===== src/rtl/sdcd_pkg.sv =====
// package of constants and types for the card clock divider
package sdcd_pkg;
  localparam logic [11:0] sdcd_ctrl_off = 12'h02c;
  localparam logic [11:0] sdcd_wake_off = 12'h030;
  localparam int sdcd_div_lo_pos = 8;
  localparam int sdcd_div_hi_pos = 6;
  localparam int sdcd_gen_sel_pos = 5;
  localparam int sdcd_out_on_pos = 2;
  localparam int sdcd_stable_pos = 1;
  localparam int sdcd_int_en_pos = 0;
  localparam logic [15:0] sdcd_ctrl_rst = 16'h0000;
  localparam int sdcd_settle_ns = 1000;
  localparam int sdcd_clk_mhz = 25;
  localparam logic [7:0] sdcd_settle_cyc = 8'((sdcd_settle_ns * sdcd_clk_mhz + 999) / 1000);
  localparam logic [1:0] sdcd_resp_okay = 2'h0;
  localparam logic [1:0] sdcd_resp_slverr = 2'h2;

  typedef struct packed {
    logic [9:0] div;
    logic out_on;
    logic int_en;
  } sdcd_cfg_s;

  typedef struct packed {
    logic [9:0] cnt;
    logic half;
  } sdcd_div_s;
endpackage


===== src/rtl/sdcd_divider.sv =====
// divider turning the base clock enable into the card clock level
`timescale 1ns/10ps
module sdcd_divider
  import sdcd_pkg::*;
(
  input wire logic aclk,
  input wire logic aresetn,
  input wire logic run,
  input wire logic [9:0] div,
  output logic card_clk
);
  sdcd_div_s s_q, s_d;

  always_comb begin
    s_d = s_q;
    if (!run) begin
      s_d = '0;
    end else if (div == 10'h000) begin
      s_d.half = ~s_q.half;
      s_d.cnt = '0;
    end else if (s_q.cnt >= div - 10'h001) begin
      s_d.cnt = '0;
      s_d.half = ~s_q.half;
    end else begin
      s_d.cnt = s_q.cnt + 10'h001;
    end
  end

  always_ff @(posedge aclk) begin
    if (!aresetn) begin
      s_q <= '0;
    end else begin
      s_q <= s_d;
    end
  end

  assign card_clk = s_q.half;
endmodule


===== src/rtl/sdcd_top.sv =====
// card clock control block with axi4-lite register access
//
// Decided for this implementation: the AXI4-Lite interface to the registers.
`timescale 1ns/10ps
// Contract
// - divisor is ten bits, upper two then lower
// - card clock is base over two N, and base over two when N is zero
// - generator select reads zero
// - output enable drives pin while internal clock enable is set, else stopped
// - settled flag set once base stable
// - wakeup wait clears internal clock enable
module sdcd_top
  import sdcd_pkg::*;
(
  input wire logic aclk,
  input wire logic aresetn,
  input wire logic [11:0] s_axi_awaddr,
  input wire logic s_axi_awvalid,
  output logic s_axi_awready,
  input wire logic [31:0] s_axi_wdata,
  input wire logic [3:0] s_axi_wstrb,
  input wire logic s_axi_wvalid,
  output logic s_axi_wready,
  output logic [1:0] s_axi_bresp,
  output logic s_axi_bvalid,
  input wire logic s_axi_bready,
  input wire logic [11:0] s_axi_araddr,
  input wire logic s_axi_arvalid,
  output logic s_axi_arready,
  output logic [31:0] s_axi_rdata,
  output logic [1:0] s_axi_rresp,
  output logic s_axi_rvalid,
  input wire logic s_axi_rready,
  input wire logic wakeup_wait,
  output logic card_clock_pin
);
  typedef struct packed {
    sdcd_cfg_s cfg;
    logic [9:0] div_live;
    logic [7:0] settle;
    logic stable;
    logic aw_got;
    logic [11:0] awaddr;
    logic w_got;
    logic [31:0] wdata;
    logic [3:0] wstrb;
    logic bvalid;
    logic [1:0] bresp;
    logic rvalid;
    logic [31:0] rdata;
    logic [1:0] rresp;
    logic wake_s1;
    logic wake_s2;
    logic pin;
  } sdcd_state_s;

  sdcd_state_s s_q, s_d;
  logic div_clk;

  function automatic logic [15:0] ctrl_word(input sdcd_cfg_s c, input logic st);
    logic [15:0] v;
    v = 16'h0000;
    v[sdcd_div_lo_pos +: 8] = c.div[7:0];
    v[sdcd_div_hi_pos +: 2] = c.div[9:8];
    v[sdcd_gen_sel_pos] = 1'b0;
    v[sdcd_out_on_pos] = c.out_on;
    v[sdcd_stable_pos] = st;
    v[sdcd_int_en_pos] = c.int_en; // bits 4:3 stay zero
    return v;
  endfunction

  // word address match, byte lanes of the address are ignored
  function automatic logic reg_hit(input logic [11:0] addr, input logic [11:0] off);
    return addr[11:2] == off[11:2];
  endfunction

  // byte lanes 0 and 1 carry the register, upper lanes are ignored
  function automatic logic [15:0] merge_lanes(input logic [15:0] old, input logic [15:0] d,
                                              input logic [1:0] strb);
    logic [15:0] m;
    m = old;
    if (strb[0]) m[7:0] = d[7:0];
    if (strb[1]) m[15:8] = d[15:8];
    return m;
  endfunction

  // writable fields out of a control word, read-only bits dropped
  function automatic sdcd_cfg_s word_cfg(input logic [15:0] w);
    sdcd_cfg_s c;
    c.div = {w[sdcd_div_hi_pos +: 2], w[sdcd_div_lo_pos +: 8]};
    c.out_on = w[sdcd_out_on_pos];
    c.int_en = w[sdcd_int_en_pos];
    return c;
  endfunction

  // settled flag never shows while the base clock is off
  function automatic logic stable_rd(input sdcd_cfg_s c, input logic st);
    return st & c.int_en;
  endfunction

  // read mux: control word, wake status, else error with zero data
  function automatic logic [33:0] read_word(input logic [11:0] addr, input sdcd_cfg_s c,
                                            input logic st, input logic wk);
    logic [33:0] r;
    r = {sdcd_resp_okay, 32'h0000_0000};
    if (reg_hit(addr, sdcd_ctrl_off)) begin
      r[31:0] = {16'h0000, ctrl_word(c, stable_rd(c, st))};
    end else if (reg_hit(addr, sdcd_wake_off)) begin
      r[31:0] = {31'h0000_0000, wk};
    end else begin
      r[33:32] = sdcd_resp_slverr;
    end
    return r;
  endfunction

  always_comb begin
    logic [15:0] nw;
    nw = 16'h0000;
    s_d = s_q;
    s_d.wake_s1 = wakeup_wait;
    s_d.wake_s2 = s_q.wake_s1;
    // settle counter after base enable
    if (!s_q.cfg.int_en) begin
      s_d.settle = '0;
      s_d.stable = 1'b0;
    end else if (s_q.settle >= sdcd_settle_cyc) begin
      s_d.stable = 1'b1;
    end else begin
      s_d.settle = s_q.settle + 8'h01;
    end
    // write channels taken in either order, one slot each
    if (s_axi_awvalid && !s_q.aw_got) begin
      s_d.aw_got = 1'b1;
      s_d.awaddr = s_axi_awaddr;
    end
    if (s_axi_wvalid && !s_q.w_got) begin
      s_d.w_got = 1'b1;
      s_d.wdata = s_axi_wdata;
      s_d.wstrb = s_axi_wstrb;
    end
    // both halves held: apply the write and raise the response
    if (s_q.aw_got && s_q.w_got && !s_q.bvalid) begin
      s_d.aw_got = 1'b0;
      s_d.w_got = 1'b0;
      s_d.bvalid = 1'b1;
      s_d.bresp = sdcd_resp_okay;
      if (reg_hit(s_q.awaddr, sdcd_ctrl_off)) begin
        nw = merge_lanes(ctrl_word(s_q.cfg, 1'b0), s_q.wdata[15:0], s_q.wstrb[1:0]);
        s_d.cfg = word_cfg(nw);
      end else if (!reg_hit(s_q.awaddr, sdcd_wake_off)) begin
        s_d.bresp = sdcd_resp_slverr;
      end
    end
    if (s_q.bvalid && s_axi_bready) begin
      s_d.bvalid = 1'b0;
    end
    // hardware clear wins over a software set
    if (s_q.wake_s2) begin
      s_d.cfg.int_en = 1'b0;
    end
    // read answered one cycle after it is taken, held until rready
    if (s_axi_arvalid && !s_q.rvalid) begin
      s_d.rvalid = 1'b1;
      {s_d.rresp, s_d.rdata} = read_word(s_axi_araddr, s_q.cfg, s_q.stable, s_q.wake_s2);
    end else if (s_q.rvalid && s_axi_rready) begin
      s_d.rvalid = 1'b0;
    end
    // divisor reaches the divider only while the card clock is stopped
    if (!s_q.cfg.out_on) begin
      s_d.div_live = s_q.cfg.div;
    end
    // pin is registered so the card never sees a combinational glitch
    s_d.pin = s_q.cfg.out_on & div_clk;
  end

  always_ff @(posedge aclk) begin
    if (!aresetn) begin
      s_q <= '0;
    end else begin
      s_q <= s_d;
    end
  end

  // divider stops when output is off
  sdcd_divider u_div (
    .aclk(aclk),
    .aresetn(aresetn),
    .run(s_q.cfg.out_on & s_q.cfg.int_en),
    .div(s_q.div_live),
    .card_clk(div_clk)
  );

  assign s_axi_awready = !s_q.aw_got;
  assign s_axi_wready = !s_q.w_got;
  assign s_axi_bvalid = s_q.bvalid;
  assign s_axi_bresp = s_q.bresp;
  assign s_axi_arready = !s_q.rvalid;
  assign s_axi_rvalid = s_q.rvalid;
  assign s_axi_rdata = s_q.rdata;
  assign s_axi_rresp = s_q.rresp;
  assign card_clock_pin = s_q.pin;
endmodule


===== config.mk =====
export PLATFORM = sky130hd
export DESIGN_NAME = sdcd_top
export DESIGN_NICKNAME = d
export VERILOG_FILES = /design/src/rtl/sdcd_pkg.sv /design/src/rtl/sdcd_divider.sv /design/src/rtl/sdcd_top.sv
export SDC_FILE = /design/constraint.sdc
export NUM_CORES = 1
export LEC_CHECK = 0
export ABC_AREA = 1
export BUFFER_PORTS_ARGS = -buffer_cell sky130_fd_sc_hd__buf_2
export CAP_MARGIN = 30
export CORE_MARGIN = 10
export CORE_UTILIZATION = 35
export DETAILED_ROUTE_END_ITERATION = 8
export MAX_ROUTING_LAYER = met4
export PLACE_DENSITY = 0.57
export SYNTH_ARGS = -nofsm -noshare
export SYNTH_HDL_FRONTEND = slang
export SYNTH_SLANG_ARGS = --single-unit
export TNS_END_PERCENT = 5

===== constraint.sdc =====
create_clock -name aclk -period 2.4 [get_ports aclk]
set_input_delay 0.72 -clock aclk [delete_from_list [all_inputs] [get_ports aclk]]
set_output_delay 0.72 -clock aclk [all_outputs]
set_load 0.01 [all_outputs]

== Word level (Yosys, flattened, before mapping) ==
Cells that the tools add are included.
Word-level totals
  logic and storage cells: 69
  register bits after elaboration: 115
  output and inout bits: 42
Cells by class
  muxes and demuxes: 10
  equality and inequality tests: 4
  add/sub/neg operators: 3
  $lt $le $gt $ge: 2
  bitwise operators: 6
  reductions and logical operators: 22
Operators by type and width (count)
  10-bit by 4-bit equality test with 1-bit output (second input constant): 4
  16-bit two-way mux: 1
  10-bit by 1-bit adder with 10-bit output (second input constant): 1
  10-bit greater-or-equal comparator: 1
  10-bit logical NOT: 1
  10-bit by 1-bit subtractor with 10-bit output (second input constant): 1
  8-bit by 1-bit adder with 8-bit output (second input constant): 1
  8-bit by 5-bit greater-or-equal comparator with 1-bit output (second input constant): 1
  2-bit two-way mux: 4
  1-bit logical AND: 7
  3-bit AND reduction: 2
  2-bit OR reduction: 3
  1-bit two-way mux: 5
  1-bit logical NOT: 4
  2-bit AND reduction: 2
  2-bit nonzero test: 2
  4-bit OR reduction: 1
  1-bit AND: 3
  1-bit NOT: 3

== Logic depth before layout (Yosys ltp) ==
Gate-level depths: netlist of run 1.
  depth in word-level cells: 4
  mapped depth: 18
  mapped depth without buffers: 18

== By module ==
Synthesis of run 1 repeated with hierarchy kept, for this count alone.
Unflattened totals
  cells, all modules: 571
  area, all modules: 4214.0 sq um
By module, submodules not included
  sdcd_top: sequential area each 1541.5 sq um, cells each 440, instances 1, area an instance 3311.9 sq um
  sdcd_divider: sequential area each 220.2 sq um, cells each 131, instances 1, area an instance 902.1 sq um

== Worst setup path after synthesis of run 1 ==
No wires, ideal clock.
  path kind: register to register
  from: register s_q[100] (netlist name)
  to: register u_div.s_q[10] (netlist name)
  stages on the path, launching flop included: 14
  arrival time: 1989 ps
  data required time: 2327 ps
  path buffers: 0
  setup time: 73 ps
  slack: 338 ps
  cell sequence: dfxtp_1 > inv_1 > ha_1 > nand2_1 > nor2_1 > xor2_1 > ha_1 > nand2_1 > inv_1 > nand2_1 > nand2_1 > a21oi_1 > nand4_1 > nor2_1
On the way
  cells in the longest elaborated chain, start to end: 3
  elaborated cells between the ends (all ways): 4
  classes of those cells: 1 x add/sub; 1 x order compare; 2 x reduce/logical
RTL lines
  start, declared: RTL line sdcd_top.sv:57  | sdcd_state_s s_q, s_d;
  start signal, assigned: RTL line sdcd_top.sv:178  | s_q <= '0;
  start signal, assigned: RTL line sdcd_top.sv:180  | s_q <= s_d;
  10-bit by 1-bit subtractor with 10-bit output: RTL line sdcd_divider.sv:21  | end else if (s_q.cnt >= div - 10'h001) begin
  10-bit greater-or-equal comparator: RTL line sdcd_divider.sv:21
  4-bit OR reduction (no source line) *
  end signal, assigned: RTL line sdcd_divider.sv:31  | s_q <= '0;
  end signal, assigned: RTL line sdcd_divider.sv:33  | s_q <= s_d;
  end, declared: RTL line sdcd_divider.sv:12  | sdcd_div_s s_q, s_d;
Mark *: on every way between the ends. The rest lies on a longest branch, timed or not.
A chain may end at the register's enable or synchronous reset.

== Worst setup path in the final report of run 1 ==
  from: register s_q[102] (netlist name)
  to: register u_div.s_q[1] (netlist name)
The elaborated chain is that of the path after synthesis.

==> run_results.csv, run 1 <==
group,metric,value,unit
clock_tree,clk_pin_slew,60,ps
layout,area_delta_synth_final,15.2,%
layout,layout-drive-gt1-share,16.1,%
clock_tree,cts_tree,"built",
route,routed_via_density,4.44,
floorplanning,io_pins,110,
worst_hold_path,hold_path_depth,2,
layout,stdcell_area,4670,sq um
critical_path,crit_path_end_kind,"register",
critical_path,worstSetupStartpointType,"register",
placed_design,dpl.hpwl,6600,um
route,postRouteWirelength,8710,um
critical_path,cp.required,2670,ps
layout,fin_cells,747,
sta,relSlewSlack,48.3,%
clock_tree,clk_path_buf_depth,2,
placed_design,place_area,4320,sq um
worst_hold_path,hold_path_end,"s_q[1]",
floorplanning,start_util,35.7,%
layout,num-fill-cells,1196,
synthesis,synth.top_cell.area_share,43.4,%
route,drc,0,
worst_hold_path,min_from,"s_d[1]",
global_routing,grt.overflow.total,0,
synthesis,yosysUniqueCellTypes,27,
layout,utilization,41.1,%
critical_path,rr_endpoint,"u_div.s_q[1]",
synthesis,syn_avg_cell_area,7.39,sq um
route,wl_per_cell,11.7,um
global_routing,grt_pass1_wl,15200,um
sta,fin_crit,2150,ps
synthesis,synth.cell_area,4060,sq um
route,drtAntennaViolNets,0,
clock_tree,cts_root_buf,"clkbuf_16",
placed_design,finalWeightedCongestion,0.783,
sta,report.final.setup_viol,0,
critical_path,critPathKind,"reg2reg",
clock_tree,cts_inserted_buffers,9,
route,drt_iter0_drc,133,
power,irDropWorstVdd,0.319,mV
clock_tree,insertion_delay,340,ps
placed_design,place_ws,-12.7,ps
synthesis,yosys_register_bits,88,
floorplanning,dieWidth,128,um
synthesis,synth-edff-count,0,
sta,worstMarginPinSlew,773,ps
route,dr.pass1.iters,4,
synthesis,netlist_instances,549,
placed_design,port_buffers,62,
sta,hold_violations,0,
synthesis,synth.yosys.seq_area_share,43.4,%
floorplanning,core_area,11400,sq um
worst_hold_path,hold_class,"reg2reg",
synthesis,yosysTopAreaCell,"dfxtp_1",
layout,diodes,0,
global_routing,grt_pass1_vias,3401,
job,drv_cap,0,
global_routing,antenna_found_initial,0,
power,leakagePower,2.25,nW
synthesis,ys_warn_count,0,
run_status,status,"complete, no violations",
synthesis,synth_ff_type,"dfxtp_1",
critical_path,ff2ff_setup_slack,250,ps
floorplanning,die_y,128,um
global_routing,grt_max_degree,41,
global_routing,grt_usage,11.3,%
power,powerDensity,685,nW/um^2
floorplanning,dieArea,16300,sq um
clock_tree,htree_levels,3,
clock_tree,cts_sinks,88,
power,power,3.20,mW
sta,setup_ws,247,ps
critical_path,worst-path-max-fanout,10,
sta,clock.fmax,464,MHz
critical_path,rr_worst_depth,13,
critical_path,arrival,2430,ps
placed_design,dp.cells,729,
sta,finalMaxSlewViolations,0,
sta,fin_skew,5.14,ps
sta,period_share,89.7,%
synthesis,synth.area.top_cells,"dfxtp_1 (43%), nor2_1 (9.9%), nand2_1 (7.9%), buf_4 (6.8%), o21ai_0 (6.4%)",
route,num_vias,3318,
sta,rsz0062_at_grt,"false",
floorplanning,rows,39,
critical_path,reg2reg_from,"s_q[102]",
synthesis,async_flop_share,0,%
layout,final_nets,682,
[worst max path at each step]
stage,slack [ps],end,startpoint
after floorplan,340,u_div.s_q[10],s_q[100]
after global placement,90,s_q[41],s_axi_wvalid
after detailed placement,-10,s_q[41],s_axi_wvalid
after CTS,200,u_div.s_q[1],s_q[100]
after global routing,3,u_div.s_q[10],s_q[102]
final,250,u_div.s_q[1],s_q[102]
[power by group]
part           total (mW)  internal (mW)  switching, mW  leakage (nW)
sequential           1.55           1.52         0.0274         0.718
combinational       0.225         0.0840          0.141          1.38
clock                1.43          0.866          0.565         0.153
total                3.20           2.47          0.734          2.25
[layer usage]
metal	up-vias	global-route usage (%)	wire length, um	part of all wire [%]
met1	1473	13.9	4260	49
met3	12	2.77	301	3.5
li1	1775	-	-	-
met4	0	3.97	125	1.4
met5	-	-	0	0
met2	58	17.8	4020	46
[sequential cells by signal, indices dropped and copies added, names as in the netlist]
name            flops
s_q                58
s_axi_rdata        13
u_div.s_q          10
card_clock_pin      1
s_axi_bresp         1
s_axi_bvalid        1
s_axi_rresp         1
s_axi_rvalid        1
s_d                 1
u_div.card_clk      1
[cells in the final DEF, fill, tap and decap left out, types with 2 or more instances in the layout]
| cell type | count |
|---|---|
| a21oi_1 | 38 |
| buf_2 | 62 |
| buf_4 | 8 |
| clkbuf_16 | 9 |
| clkbuf_8 | 2 |
| clkinv_4 | 2 |
| conb_1 | 21 |
| dfxtp_1 | 88 |
| ha_1 | 14 |
| inv_1 | 58 |
| nand2_1 | 85 |
| nand3_1 | 16 |
| nand4_1 | 6 |
| nor2_1 | 104 |
| nor2_2 | 3 |
| nor3_1 | 6 |
| o21ai_0 | 52 |
| xnor2_1 | 5 |
| xor2_1 | 8 |
[final cells by class]
class	instances	area [sq um]	share of cell area [%]
clock inverters	4	52.6	1.12
flip-flops and latches	88	1760	37.7
well taps	143	179	3.83
multi-input cells	369	1820	38.9
repair buffers	71	382	8.16
clock buffers	12	256	5.49
inverters	60	225	4.82
[timing repair]
action,4_1_cts,5_1_grt
setup buffers,0,2
hold buffers,0,0
endpoints found under the setup margin,0,11
resized for setup,0,9
[cell families after synthesis]
group                      count (synthesis)  share of synthesized area (%)
AOI/OAI and AO/OA                         93                           11.6
xor gates and xnor gates                  14                           3.02
other                                      1                         0.0924
and+or+nand+nor                          226                           23.0
DFF                                       88                           43.4
adders and majority gates                 15                           4.63
buffers and inverters                    112                           14.3
[Yosys cell counts, types with 2 or more instances]
| cell type | count |
|---|---|
| inv_1 | 59 |
| a21oi_1 | 39 |
| nand3_1 | 16 |
| xor2_1 | 9 |
| dfxtp_1 | 88 |
| nor3_1 | 7 |
| nor2_1 | 107 |
| buf_1 | 2 |
| o21ai_0 | 52 |
| ha_1 | 15 |
| nand2_1 | 85 |
| buf_4 | 37 |
| xnor2_1 | 5 |
| clkbuf_1 | 10 |
| nand4_1 | 6 |
[critical path: stages (launching register included)]
cell and delay (ps):
dfxtp_1 350, nor2_2 110, nand4_1 200, buf_4 210
xor2_2 140, ha_1 300, nand2_1 90, inv_1 50
a21oi_1 130, nand2_1 70, nand2_1 100, nand4_1 100
buf_6 180, nor2_1 80
[through the flow]
| step | hold WS (ps) | setup TNS (ps) |
|---|---|---|
| 2_1_floorplan | 390 | 0 |
| 3_3_place_gp | 397 | 0 |
| 3_5_place_dp | 403 | -12.7 |
| 4_1_cts | 420 | 0 |
| 5_1_grt | 448 | 0 |
| 6_report | 416 | 0 |
Note: power is estimated with default switching activity, not from simulation.
==> run 2: changes to the inputs <==
- CORE_UTILIZATION: 35 -> 49
- PLACE_DENSITY: 0.57 -> 0.75
==> run 2 against run 1 <==
  * Critical path type unchanged
  * Design area decreased by 5.1%
  * Combinational power shrank 2%
  * Non-clock buffer count decreased by 3
  * Clock skew increased by 3.1 ps
  * Sequential power is essentially flat
  * Largest power group unchanged
==> run_results.csv, run 2 (same netlist as run 1, synthesis figures left out) <==
group,metric,value,unit
run_status,status,"complete, no violations",
global_routing,grt_pass1_vias,3359,
placed_design,port_buffers,62,
critical_path,cp.required,2690,ps
floorplanning,core_area,8130,sq um
global_routing,grt_pass1_wl,14300,um
critical_path,critPathKind,"reg2reg",
worst_hold_path,hold_path_end,"s_q[1]",
power,leakagePower,2.16,nW
clock_tree,insertion_delay,350,ps
floorplanning,dieArea,12300,sq um
route,routed_via_density,4.73,
layout,utilization,54.5,%
floorplanning,io_pins,110,
critical_path,reg2reg_from,"s_q[102]",
sta,report.final.setup_viol,0,
sta,finalMaxSlewViolations,0,
critical_path,worst-path-max-fanout,10,
clock_tree,hold_buffers,0,
layout,layout-drive-gt1-share,15.0,%
route,wl_per_cell,11.6,um
critical_path,rr_endpoint,"u_div.s_q[1]",
power,powerDensity,592,nW/um^2
global_routing,grt_max_degree,57,
critical_path,ff2ff_setup_slack,220,ps
layout,area_delta_synth_final,9.35,%
worst_hold_path,hold_path_depth,2,
route,postRouteWirelength,8150,um
critical_path,crit_top_cell,"nand2_1",
layout,final_nets,679,
floorplanning,rows,33,
clock_tree,clk_path_buf_depth,2,
sta,hold-worst-slack,418,ps
clock_tree,cts_tree,"built",
critical_path,crit_path_end_kind,"register",
critical_path,cp_cell_sequence,"nor2_2 > nand4_1 > nor3_2 > xor2_1 > ha_1 > nand2_1 > nand2_1 > nand2_1 > nand2_1 > a21oi_2 > nand4_1 > buf_4 > nor2_1",
sta,relSlewSlack,54.1,%
worst_hold_path,min_from,"s_d[1]",
floorplanning,start_util,49.9,%
critical_path,slowest_delay,360,ps
power,irDropWorstVdd,0.336,mV
clock_tree,htree_levels,3,
sta,setup_ws,215,ps
sta,clock.fmax,458,MHz
critical_path,rr_worst_depth,13,
layout,largest-register,"s_q",
clock_tree,cts_root_buf,"clkbuf_8",
route,drc,0,
global_routing,antenna_found_initial,0,
clock_tree,cts_inserted_buffers,9,
worst_hold_path,hold_class,"reg2reg",
sta,fin_crit,2180,ps
layout,layout_commonest_cell,"nor2_1",
floorplanning,die_y,111,um
layout,diodes,0,
placed_design,dp.cells,689,
clock_tree,clk_pin_slew,80,ps
route,drt_iter0_drc,169,
layout,fin_cells,705,
sta,fin_skew,8.29,ps
power,power,2.63,mW
layout,largest_register_ffs,58,
critical_path,worstSetupStartpointType,"register",
critical_path,arrival,2480,ps
job,drv_cap,0,
global_routing,grt_usage,13.5,%
sta,worstMarginPinSlew,686,ps
route,num_vias,3332,
sta,hold_violations,0,
critical_path,slowest_stage,"dfxtp_1",
placed_design,dpl.hpwl,6140,um
placed_design,place_ws,119,ps
route,drtAntennaViolNets,0,
placed_design,finalWeightedCongestion,0.783,
layout,most-common-layout-cells,"nor2_1 (104), dfxtp_1 (88), nand2_1 (85)",
floorplanning,dieWidth,111,um
sta,period_share,91.0,%
clock_tree,cts_sinks,88,
global_routing,grt.overflow.total,0,
route,dr.pass1.iters,4,
run 2: routing by layer:
layer | wire length (um) | track usage, %
met5 | 0 | -
met4 | 168 | 5.38
met3 | 287 | 2.92
met2 | 3990 | 23.1
met1 | 3700 | 14.9
run 2: how the worst max path moves through the flow:
stage                             from            end  slack [ps]
after floorplan               s_q[100]  u_div.s_q[10]         340
after global placement    s_axi_wvalid        s_q[41]         120
after detailed placement  s_axi_wvalid        s_q[41]         120
after CTS                     s_q[100]   u_div.s_q[1]         100
after global routing          s_q[102]   u_div.s_q[1]          -8
final                         s_q[102]   u_div.s_q[1]         220
run 2: critical path, delay by kind of cell (launching register included):
kind            cells  cell delay (ps)
simple gates        9              970
xor+xnor            1              180
fa+ha+maj           1              260
flops               1              360
compound gates      1              160
buf+inv             1              200
run 2: per-stage QoR:
| step | TNS (ps) | cell area (sq um) |
|---|---|---|
| 5_1_grt | -7.75 | 4440 |
| 2_1_floorplan | 0 | 4130 |
| 3_3_place_gp | 0 | 4260 |
| 4_1_cts | 0 | 4410 |
| 6_report | 0 | 4440 |
| 3_5_place_dp | 0 | 4260 |
run 2: repair_timing:
action / 4_1_cts / 5_1_grt
endpoints found under the setup margin: 0 / 11
gates resized for setup: 0 / 6
buffers inserted: 0 / 1
run 2: area by class of cell:
type,count,area (sq um)
clock buffer,11,131
clock inverter,4,22.5
fill,802,3700
inverter,60,225
multi-input combinational,369,1810
sequential,88,1760
tap,105,131
timing repair buffer,68,355
run 2: power by group:
group          total, mW  internal (mW)  switching, mW
clock network      0.861          0.366          0.495
registers           1.54           1.52         0.0277
logic              0.221         0.0829          0.138
total               2.63           1.96          0.661
==> run 3: changes to the inputs <==
- SYNTH_HIERARCHICAL: unset -> 1
==> run 3 against run 2 <==
  * Synthesized area is 3.9% higher
  * Via count is 4.2% higher
  * First-iteration DRC count down 2.4%
  * Die area rose by 3.2%
  * Critical path type unchanged
  * Clock power increased by 9.9%
  * Largest power group unchanged
  * Sequential power hardly changed
  * Clock skew is 1.2 ps lower
  * Design area increased by 4.5%
  * Setup slack lost 97 ps
  * Non-clock buffer count fell by 2
==> run_results.csv, run 3 <==
group,metric,value,unit
sta,fin_crit,2280,ps
clock_tree,cts_sinks,88,
synthesis,synth.yosys.seq_area_share,41.8,%
synthesis,syn_avg_cell_area,7.38,sq um
critical_path,worst-path-max-fanout,5,
layout,largest_register_ffs,58,
critical_path,critPathKind,"reg2reg",
route,wl_per_cell,12.2,um
placed_design,place_ws,51.7,ps
power,powerDensity,589,nW/um^2
critical_path,path_delay_family,"simple AND/OR/NAND/NOR gates",
synthesis,ys_warn_count,6,
synthesis,async_flop_share,0,%
floorplanning,start_util,50.8,%
synthesis,yosysTopAreaCell,"dfxtp_1",
clock_tree,cts_inserted_buffers,9,
global_routing,antenna_found_initial,0,
sta,clock.fmax,438,MHz
route,postRouteWirelength,8830,um
layout,layout_commonest_cell,"nor2_1",
critical_path,worstSetupStartpointType,"register",
layout,layout-drive-gt1-share,17.4,%
synthesis,yosysUniqueCellTypes,32,
critical_path,rr_endpoint,"u_div/s_q[5]",
sta,fin_skew,7.10,ps
route,routed_via_density,4.78,
clock_tree,htree_levels,3,
global_routing,grt_pass1_wl,15000,um
floorplanning,dieArea,12700,sq um
route,drc,0,
worst_hold_path,min_from,"s_d[1]",
power,irDropWorstVdd,0.408,mV
synthesis,netlist_instances,571,
layout,largest-register,"s_q",
worst_hold_path,hold_path_end,"s_q[1]",
clock_tree,cts_setup_buffers,0,
critical_path,reg2reg_from,"s_q[100]",
floorplanning,die_y,113,um
synthesis,synth.top_cell.area_share,41.8,%
layout,fin_cells,726,
layout,most-common-layout-cells,"nor2_1 (98), dfxtp_1 (88), nand2_1 (87)",
job,drv_cap,0,
critical_path,worst-path-buf-inv,3,
global_routing,grt.overflow.total,0,
placed_design,dpl.hpwl,6560,um
route,num_vias,3472,
floorplanning,io_pins,110,
run_status,status,"complete, no violations",
sta,hold_violations,0,
placed_design,finalWeightedCongestion,0.839,
global_routing,grt_pass1_vias,3393,
worst_hold_path,hold_path_depth,2,
global_routing,grt_usage,14.0,%
sta,hold-worst-slack,419,ps
route,dr.pass1.iters,4,
critical_path,slowest_stage,"dfxtp_1",
placed_design,dp.cells,709,
clock_tree,clk_pin_slew,90,ps
clock_tree,insertion_delay,350,ps
synthesis,synth_commonest_cells,"nor2_1 (101), nand2_1 (90), dfxtp_1 (88)",
floorplanning,dieWidth,113,um
layout,diodes,0,
synthesis,yosys.cell_count.top_type,"nor2_1",
layout,final_nets,699,
critical_path,arrival,2570,ps
sta,worstMarginPinSlew,656,ps
power,leakagePower,2.27,nW
synthesis,synth_ff_type,"dfxtp_1",
synthesis,synth.cell_area,4210,sq um
worst_hold_path,hold_class,"reg2reg",
sta,fin_setup_tns,0,ps
sta,relSlewSlack,56.1,%
sta,setup_ws,118,ps
synthesis,synth.area.top_cells,"dfxtp_1 (42%), nor2_1 (9.0%), nand2_1 (8.0%), buf_4 (6.6%), o21ai_0 (6.2%)",
critical_path,ff2ff_setup_slack,120,ps
synthesis,yosys_register_bits,88,
critical_path,cp_cell_sequence,"inv_2 > ha_2 > nand2_2 > or2_1 > xnor2_1 > inv_1 > ha_1 > nand2_1 > inv_1 > a21oi_1 > nand2_1 > nand2_4 > nand3_4 > a21oi_1",
critical_path,crit_path_end_kind,"register",
placed_design,port_buffers,62,
layout,area_delta_synth_final,9.95,%
route,drt_iter0_drc,165,
critical_path,slowest_delay,330,ps
route,drtAntennaViolNets,0,
clock_tree,cts_tree,"built",
sta,report.final.setup_viol,0,
sta,rsz0062_at_grt,"false",
critical_path,rr_worst_depth,14,
floorplanning,core_area,8300,sq um
synthesis,synth-edff-count,0,
critical_path,cp.required,2690,ps
clock_tree,cts_root_buf,"clkbuf_8",
sta,finalMaxSlewViolations,0,
clock_tree,clk_path_buf_depth,2,
global_routing,grt_max_degree,30,
sta,period_share,95.1,%
power,power,2.73,mW
floorplanning,rows,33,
## run 3: changes by cell type in the layout (fill, tap and decap cells not counted), moves of 3 or more
cell     delta
inv_1      +10
nand3_4     +3
nand2_2     +3
xnor2_1     +3
nor2_1      -6
nor2_4      +3
a21oi_1     +3
## run 3: layout make-up
cell class | instances | area (sq um)
clock inverter | 7 | 56.3
clock buffer | 9 | 124
multi-input combinational | 379 | 1950
tap | 105 | 131
timing repair buffer | 66 | 340
inverter | 72 | 272
sequential | 88 | 1760
fill | 765 | 3670
## run 3: cells by family (layout without fill, tap and decap cells)
family          after synthesis  count (layout)  share of synthesized area, %
compound gates              100             100                          12.4
xor+xnor                     15              15                          3.12
fa+ha+maj                    15              15                          4.45
buf+inv                     125             154                          15.0
flops                        88              88                          41.8
other cells                   1              21                        0.0890
simple gates                227             228                          23.1
## run 3: layer usage
| layer | share of wire [%] | track usage [%] |
|---|---|---|
| met3 | 5.1 | 4.60 |
| met5 | 0 | - |
| met4 | 0.96 | 3.47 |
| met1 | 48 | 16.4 |
| met2 | 46 | 22.6 |
## run 3: report_power, final
group / internal (mW) / switching (mW)
logic: 0.0863 / 0.153
clock network: 0.387 / 0.560
registers: 1.52 / 0.0284
## run 3: through the flow
stage	instance area (sq um)	utilization (%)
floorplan	4290	-
global placement	4400	53.0
detailed placement	4400	53.0
CTS	4580	55.2
global route	4630	55.8
finish	4630	55.8
## run 3: timing repair
item                       CTS  global route
hold buffers                 0             0
hold endpoints to repair     0             0
setup endpoints to repair    0            11
resized for setup            0            12
## run 3: how the worst max path moves through the flow
| stage | cells past startpoint | slack, ps | end | from |
|---|---|---|---|---|
| floorplan | 14 | 400 | u_div/s_q[5] | s_q[100] |
| global placement | 6 | 180 | s_q[45] | s_axi_wvalid |
| detailed placement | 14 | 50 | u_div/s_q[5] | s_q[100] |
| CTS | 14 | 50 | u_div/s_q[5] | s_q[100] |
| global route | 15 | 3 | u_div/card_clk | s_q[104] |
| finish | 14 | 120 | u_div/s_q[5] | s_q[100] |
## run 3: tightest hold or removal path: stages (launching register included)
cell     delay (ps)
dfxtp_1         320
nand2_1          40
inv_1            40
